<file path="src/sli_params.svh">
// constants for the status lamp driver: state codes and pattern timings
// assumes a 125 MHz system clock; included by the package and modules
`ifndef SLI_PARAMS_SVH
`define SLI_PARAMS_SVH
// ----------------------------------------------------------------
// state machine codes reported on the state input
// ----------------------------------------------------------------
`define SLI_ST_INIT      4'h1
`define SLI_ST_PREOP     4'h2
`define SLI_ST_BOOT      4'h3
`define SLI_ST_SAFEOP    4'h4
`define SLI_ST_OP        4'h8
// ----------------------------------------------------------------
// pattern timings in ms and the clock rate in kHz
// ----------------------------------------------------------------
`define SLI_CLK_KHZ      125000
`define SLI_BLINK_MS     200
`define SLI_FLASH_ON_MS  200
`define SLI_FLASH_OFF_MS 1000
`define SLI_FLICK_MS     50
`define SLI_ACT_MS       50
`define SLI_STRETCH_MS   100
`endif

</file>
<file path="src/sli_pkg.sv">
// types shared by the status lamp driver files
// assumes sli_params.svh is on the include path
`include "sli_params.svh"
package sli_pkg;
    // lamp outputs travel together
    typedef struct packed {
        logic run;
        logic port_in;
        logic port_out;
        logic term_bus;
    } sli_lamps_s;
    // one port's link and traffic indications
    typedef struct packed {
        logic link;
        logic traffic;
    } sli_port_s;
endpackage : sli_pkg

</file>
<file path="src/sli_act_lamp.sv">
// one link/activity lamp: off, steady, or blinking with stretched traffic
// assumes link and traffic inputs synchronous to clk; blink phase shared
`timescale 1ns/100ps
`default_nettype none
`include "sli_params.svh"
module sli_act_lamp
    import sli_pkg::*;
#(
    parameter int STRETCH = `SLI_STRETCH_MS * `SLI_CLK_KHZ
) (
    // clock and control
    input  wire logic      clk,
    input  wire logic      rst,
    input  wire logic      ce,
    // port indications and shared phase
    input  wire sli_port_s port,
    input  wire logic      act_phase,
    // lamp drive
    output logic           lamp
);
    // ----------------------------------------------------------------
    // traffic stretcher
    // ----------------------------------------------------------------
    localparam int SW = $clog2(STRETCH + 1);
    if (STRETCH < 1) begin : g_bad_stretch
        $error("stretch must be at least one cycle");
    end
    logic [SW-1:0] hold_r;   // cycles of activity still shown
    logic [SW-1:0] hold_nxt; // next hold count
    logic          active;   // traffic seen recently
    // reload on every pulse so short frames stay visible
    assign hold_nxt = port.traffic ? SW'(STRETCH) :
                      (hold_r != '0) ? hold_r - SW'(1) : hold_r;
    assign active   = port.link && (hold_r != '0);
    // stretcher register, frozen while ce is low
    always_ff @(posedge clk) begin
        if (rst) hold_r <= '0;
        else if (ce) hold_r <= hold_nxt;
    end
    // lamp register: dark / steady / blinking
    always_ff @(posedge clk) begin
        if (rst) lamp <= 1'b0;
        else if (ce) lamp <= port.link && (!active || act_phase);
    end
endmodule : sli_act_lamp
`default_nettype wire

</file>
<file path="src/sli_status_lamps.sv">
// lamp driver: run lamp from state machine, three link/activity lamps
// assumes all inputs synchronous to clk; lamps driven high = lit
`timescale 1ns/100ps
`default_nettype none
`include "sli_params.svh"
module sli_status_lamps
    import sli_pkg::*;
#(
    parameter int BLINK_CYC   = `SLI_BLINK_MS * `SLI_CLK_KHZ,
    parameter int FLASH_ON    = `SLI_FLASH_ON_MS * `SLI_CLK_KHZ,
    parameter int FLASH_OFF   = `SLI_FLASH_OFF_MS * `SLI_CLK_KHZ,
    parameter int FLICK_CYC   = `SLI_FLICK_MS * `SLI_CLK_KHZ,
    parameter int ACT_CYC     = `SLI_ACT_MS * `SLI_CLK_KHZ,
    parameter int STRETCH_CYC = `SLI_STRETCH_MS * `SLI_CLK_KHZ
) (
    // clock, reset, enable
    input  wire logic       clk,
    input  wire logic       rst,
    input  wire logic       ce,
    // communication state code
    input  wire logic [3:0] sm_state,
    // port indications
    input  wire sli_port_s  incoming_port,
    input  wire sli_port_s  outgoing_port,
    input  wire sli_port_s  term_bus,
    // lamp drives
    output sli_lamps_s      lamps
);
    // ----------------------------------------------------------------
    // parameter checks
    // ----------------------------------------------------------------
    // refused at elaboration, before any counter is built at all
    if (BLINK_CYC < 1 || FLICK_CYC < 1 || ACT_CYC < 1) begin : g_bad_half
        $error("pattern half periods must be at least one cycle");
    end
    if (FLASH_ON < 1 || FLASH_OFF <= FLASH_ON) begin : g_bad_flash
        $error("flash dark interval must exceed flash pulse");
    end
    if (STRETCH_CYC < 1) begin : g_bad_stretch
        $error("activity stretch must be at least one cycle");
    end
    // one width for every counter: the flash frame is the longest count,
    // and a shared width keeps the wrap function common to all of them
    localparam int PW = 32;
    // run lamp pattern selector
    typedef enum logic [2:0] {
        SLI_RUN_OFF   = 3'b000,
        SLI_RUN_BLINK = 3'b001,
        SLI_RUN_FLASH = 3'b010,
        SLI_RUN_ON    = 3'b011,
        SLI_RUN_FLICK = 3'b100
    } sli_run_e;
    // ----------------------------------------------------------------
    // free-running pattern counters
    // ----------------------------------------------------------------
    // wrap test used by every toggle counter
    function automatic logic at_end(input logic [PW-1:0] c, input int lim);
        at_end = (c >= PW'(lim - 1));
    endfunction : at_end
    logic [PW-1:0] blink_cnt_r;  // blink half period
    logic [PW-1:0] flick_cnt_r;  // flicker half period
    logic [PW-1:0] act_cnt_r;    // activity half period
    logic [PW-1:0] flash_cnt_r;  // flash frame position
    logic          blink_ph_r;   // blink phase
    logic          flick_ph_r;   // flicker phase
    logic          act_ph_r;     // activity phase
    wire           blink_end = at_end(blink_cnt_r, BLINK_CYC);
    wire           flick_end = at_end(flick_cnt_r, FLICK_CYC);
    wire           act_end   = at_end(act_cnt_r, ACT_CYC);
    wire           flash_end = at_end(flash_cnt_r, FLASH_ON + FLASH_OFF);
    // short pulse at frame start, long dark rest
    wire           flash_ph  = (flash_cnt_r < PW'(FLASH_ON));
    // counters run regardless of state so lamps agree in phase
    always_ff @(posedge clk) begin
        if (rst) begin
            blink_cnt_r <= '0;
            flick_cnt_r <= '0;
            act_cnt_r   <= '0;
            flash_cnt_r <= '0;
            blink_ph_r  <= 1'b0;
            flick_ph_r  <= 1'b0;
            act_ph_r    <= 1'b0;
        end else if (ce) begin
            blink_cnt_r <= blink_end ? '0 : blink_cnt_r + PW'(1);
            flick_cnt_r <= flick_end ? '0 : flick_cnt_r + PW'(1);
            act_cnt_r   <= act_end ? '0 : act_cnt_r + PW'(1);
            flash_cnt_r <= flash_end ? '0 : flash_cnt_r + PW'(1);
            blink_ph_r  <= blink_ph_r ^ blink_end;
            flick_ph_r  <= flick_ph_r ^ flick_end;
            act_ph_r    <= act_ph_r ^ act_end;
        end
    end
    // ----------------------------------------------------------------
    // run lamp
    // ----------------------------------------------------------------
    sli_run_e run_sel;  // pattern chosen from state
    logic     run_nxt;  // next run lamp level
    logic     run_r;    // registered run lamp
    logic     in_lamp;  // incoming port lamp, from its flop
    logic     out_lamp; // outgoing port lamp, from its flop
    logic     bus_lamp; // terminal bus lamp, from its flop
    // unknown codes show dark, the safe reading for an operator
    always_comb begin
        case (sm_state)
            `SLI_ST_PREOP:  run_sel = SLI_RUN_BLINK;
            `SLI_ST_SAFEOP: run_sel = SLI_RUN_FLASH;
            `SLI_ST_OP:     run_sel = SLI_RUN_ON;
            `SLI_ST_BOOT:   run_sel = SLI_RUN_FLICK;
            default:        run_sel = SLI_RUN_OFF;
        endcase
    end
    always_comb begin
        case (run_sel)
            SLI_RUN_BLINK: run_nxt = blink_ph_r;
            SLI_RUN_FLASH: run_nxt = flash_ph;
            SLI_RUN_ON:    run_nxt = 1'b1;
            SLI_RUN_FLICK: run_nxt = flick_ph_r;
            default:       run_nxt = 1'b0;
        endcase
    end
    // registered lamp drive, dark during reset
    always_ff @(posedge clk) begin
        if (rst) run_r <= 1'b0;
        else if (ce) run_r <= run_nxt;
    end
    // ----------------------------------------------------------------
    // link/activity lamps
    // ----------------------------------------------------------------
    sli_act_lamp #(.STRETCH(STRETCH_CYC)) u_in (
        .clk       (clk),
        .rst       (rst),
        .ce        (ce),
        .port      (incoming_port),
        .act_phase (act_ph_r),
        .lamp      (in_lamp)
    );
    sli_act_lamp #(.STRETCH(STRETCH_CYC)) u_out (
        .clk       (clk),
        .rst       (rst),
        .ce        (ce),
        .port      (outgoing_port),
        .act_phase (act_ph_r),
        .lamp      (out_lamp)
    );
    sli_act_lamp #(.STRETCH(STRETCH_CYC)) u_bus (
        .clk       (clk),
        .rst       (rst),
        .ce        (ce),
        .port      (term_bus),
        .act_phase (act_ph_r),
        .lamp      (bus_lamp)
    );
    // ----------------------------------------------------------------
    // lamp bundle
    // ----------------------------------------------------------------
    // a single driver for the whole struct: a clocked field next to
    // instance-driven fields would give one variable two kinds of driver
    assign lamps = '{run: run_r, port_in: in_lamp, port_out: out_lamp,
                     term_bus: bus_lamp};
endmodule : sli_status_lamps
`default_nettype wire

</file>
<file path="config.mk">
export PLATFORM = sky130hd
export DESIGN_NAME = sli_status_lamps
export DESIGN_NICKNAME = d
export VERILOG_FILES = /design/src/sli_pkg.sv /design/src/sli_act_lamp.sv /design/src/sli_status_lamps.sv
export VERILOG_INCLUDE_DIRS = /design/src /design/src/src
export SDC_FILE = /design/constraint.sdc
export NUM_CORES = 1
export LEC_CHECK = 0
export BUFFER_PORTS_ARGS = -buffer_cell sky130_fd_sc_hd__buf_2
export CORE_ASPECT_RATIO = 1.4
export CORE_MARGIN = 1.5
export CORE_UTILIZATION = 55
export DETAILED_ROUTE_END_ITERATION = 12
export PLACE_DENSITY_LB_ADDON = 0.25
export SETUP_SLACK_MARGIN = 0.3
export SKIP_LAST_GASP = 1
export SYNTH_ARGS = -nofsm -noshare
export SYNTH_HDL_FRONTEND = slang
export SYNTH_SLANG_ARGS = --single-unit
</file>
<file path="constraint.sdc">
create_clock -name clk -period 4.45 [get_ports clk]
set_clock_uncertainty 0.15 [all_clocks]
set_input_delay 0.89 -clock clk [delete_from_list [all_inputs] [get_ports clk]]
set_output_delay 0.89 -clock clk [all_outputs]
set_load 0.02 [all_outputs]
</file>
==> impl_metrics.json <==
{
  "grt_pass1_wl_microns": 37100,
  "grt_overflow": 0,
  "required_ns": 4.70,
  "final_cells": 1452,
  "dp.cells": 1415,
  "final.period_utilization_pct": 65.0,
  "ant_nets": 0,
  "pre_cts_slack_ns": 1.15,
  "post_dp_cell_area_sq_mm": 0.0103,
  "mappedNetlistArea_sq_mm": 0.0100,
  "syn_area_per_cell_sq_um": 8.34,
  "p_comb_share_pct": 12.4,
  "routed_wl_microns": 21300,
  "drive_gt1_share_pct": 6.93,
  "p_int_mw": 3.25,
  "rsz0062_at_grt": "false",
  "hold_violations": 0,
  "ir_drop_uv": 257,
  "yosys_register_bits": 207,
  "cts_max_path_buffers": 3,
  "first_pass_iters": 7,
  "area_delta_synth_final_pct": 9.41,
  "wire_per_inst_microns": 14.7,
  "dieHeight_microns": 163,
  "fp-row-count": 58,
  "post-route-min-period_ns": 2.89,
  "swShare_pct": 26.1,
  "ctsResizeCount": 0,
  "worst_slew_pin_slew_ns": 1.04,
  "end_kind": "flop",
  "async_flop_share_pct": 0,
  "dieArea_sq_mm": 0.0191,
  "dp_hpwl_microns": 14200,
  "ctsHoldBuffers": 0,
  "clk_latency_ns": 0.51,
  "synth_edf_count": 0,
  "io_buffers": 16,
  "grt_max_degree": 41,
  "arrival_ns": 3.14,
  "ys_seq_area_share_pct": 41.2,
  "yosys_warnings": 0,
  "maxSlewHeadroom_pct": 30.0,
  "fp.coreArea_sq_mm": 0.0179,
  "synth_top_area_share_pct": 41.2,
  "setup_viol": 0,
  "ys_types": 62,
  "drv_slew": 0,
  "seqPwrFrac_pct": 45.9,
  "vias": 8555,
  "design.portCount": 17,
  "crit_path_start_kind": "flop",
  "drv_cap": 0,
  "n_antenna_cell": 0,
  "drt_drc_violations_left": 0,
  "cts_htree_levels": 1,
  "numCtsBuffers": 22,
  "path_class": "reg -> reg",
  "cts_tree": "done",
  "status": "finished, final reports clean",
  "cts_root_buffer": "clkbuf_16",
  "powerDensity_mw_per_mm2": 400,
  "synth-main-ff-cell": "dfxtp_1",
  "synthTopCellsByArea": "dfxtp_1 (41%), xor2_1 (8.4%), nor2_1 (7.4%)",
  "setup_tns_ns": 0,
  "p_switching_mw": 1.15,
  "antenna_found_initial": 0,
  "post_cts_buffers": 0,
  "leakagePower_nw": 3.85,
  "hp-class": "reg -> reg",
  "final_common_cell": "dfxtp_1",
  "yosys.area.top_type": "dfxtp_1",
  "cp_max_fo": 15,
  "final_core_util_pct": 61.3,
  "drt_iter0_drc": 511,
  "cts_sinks": 207,
  "whs_ns": 0.321,
  "fin_nets": 1222,
  "via_per_inst": 5.89,
  "grt_usage_pct": 23.2,
  "syn_inst": 1205,
  "syn-num-nets": 1228,
  "max_freq_ghz": 0.346,
  "final_cell_area_sq_mm": 0.0110,
  "initial_core_util_pct": 56.1,
  "p_total_mw": 4.40,
  "p_clk_share_pct": 41.7,
  "die_x_microns": 117,
  "grt_pass1_vias": 8192,
  "final_cell_mix": "dfxtp_1 (207), nor2_1 (197), xor2_1 (96)",
  "routabilityCongestion": 0.828,
  "clk_pin_slew_worst_paths_ns": 0.06,
  "n_fill_cell": 1616,
  "setup_slack_ns": 1.56
}
power groups by stage:
stage	registers [mW]	logic (mW)	clock network (mW)
floorplan	2.03	0.446	0
global placement	2.06	0.535	0
detailed placement	2.06	0.542	0
CTS	2.02	0.547	1.87
global route	2.03	0.618	1.95
finish	2.02	0.548	1.83
routing by layer:
metal	wire (microns)	share of wire (%)	GRT usage, %
met5	0	0	0
met3	753	3.5	3.31
met4	381	1.8	6.96
met1	9540	45	29.0
met2	10700	50	40.8
worst max-delay path, cell delays in order (launching register included):
cell and delay (ns):
dfxtp_1 0.36, or4_1 0.59, nand4b_1 0.60, o2111ai_1 0.70, nor4b_1 0.11, a311oi_1 0.27
cell type report:
type / instances / area, sq um / area share, %
timing repair buffer: 28 / 170 / 1.55
tap: 240 / 300 / 2.73
clock buffer: 31 / 636 / 5.78
clock inverter: 6 / 80.1 / 0.728
inverter: 26 / 97.6 / 0.888
multi-input combinational: 914 / 5570 / 50.6
sequential: 207 / 4140 / 37.7
kinds of logic after synthesis:
kind of cell / Yosys count / synth area share [%]
xor+xnor: 138 / 12.0
simple gates: 582 / 29.8
buf+inv: 84 / 3.47
compound gates: 178 / 11.6
flops: 207 / 41.2
fa+ha+maj: 10 / 1.25
mux: 6 / 0.610
synth_stat cells (9+ instances only):
cell	count
and3_1	15
o21ai_0	27
nand2_1	74
xnor2_1	42
or3_1	27
nor4_1	31
nor3_1	41
nand3_1	48
a21oi_1	52
and2_1	11
o211ai_1	19
inv_1	26
clkbuf_1	46
o31ai_1	11
ha_1	10
or2_2	9
nand4_1	58
xor2_1	96
nor2_1	197
or4_1	23
a31oi_1	21
and4_1	12
dfxtp_1	207
final timing paths:
kind	cells after the start	startpoint	to	slack, ns
max	5	u_bus.hold_r[12]$_SDFFE_PP0P_	u_bus.hold_r[18]$_SDFFE_PP0P_	1.56
min	2	u_in.hold_r[1]$_SDFFE_PP0P_	u_in.hold_r[1]$_SDFFE_PP0P_	0.32
max reg2reg	5	u_bus.hold_r[12]$_SDFFE_PP0P_	u_bus.hold_r[18]$_SDFFE_PP0P_	1.56
min reg2reg	2	u_in.hold_r[1]$_SDFFE_PP0P_	u_in.hold_r[1]$_SDFFE_PP0P_	0.32
flip-flops by register name, summed over array words and instances (netlist names):
| name | count |
|---|---|
| act_cnt_r | 32 |
| blink_cnt_r | 32 |
| flash_cnt_r | 32 |
| flick_cnt_r | 32 |
| u_bus.hold_r | 24 |
| u_in.hold_r | 24 |
| u_out.hold_r | 24 |
| act_ph_r | 1 |
| blink_ph_r | 1 |
| flick_ph_r | 1 |
| run_r | 1 |
| u_bus.lamp | 1 |
| u_in.lamp | 1 |
| u_out.lamp | 1 |
Note: power is estimated with default switching activity, not from simulation.
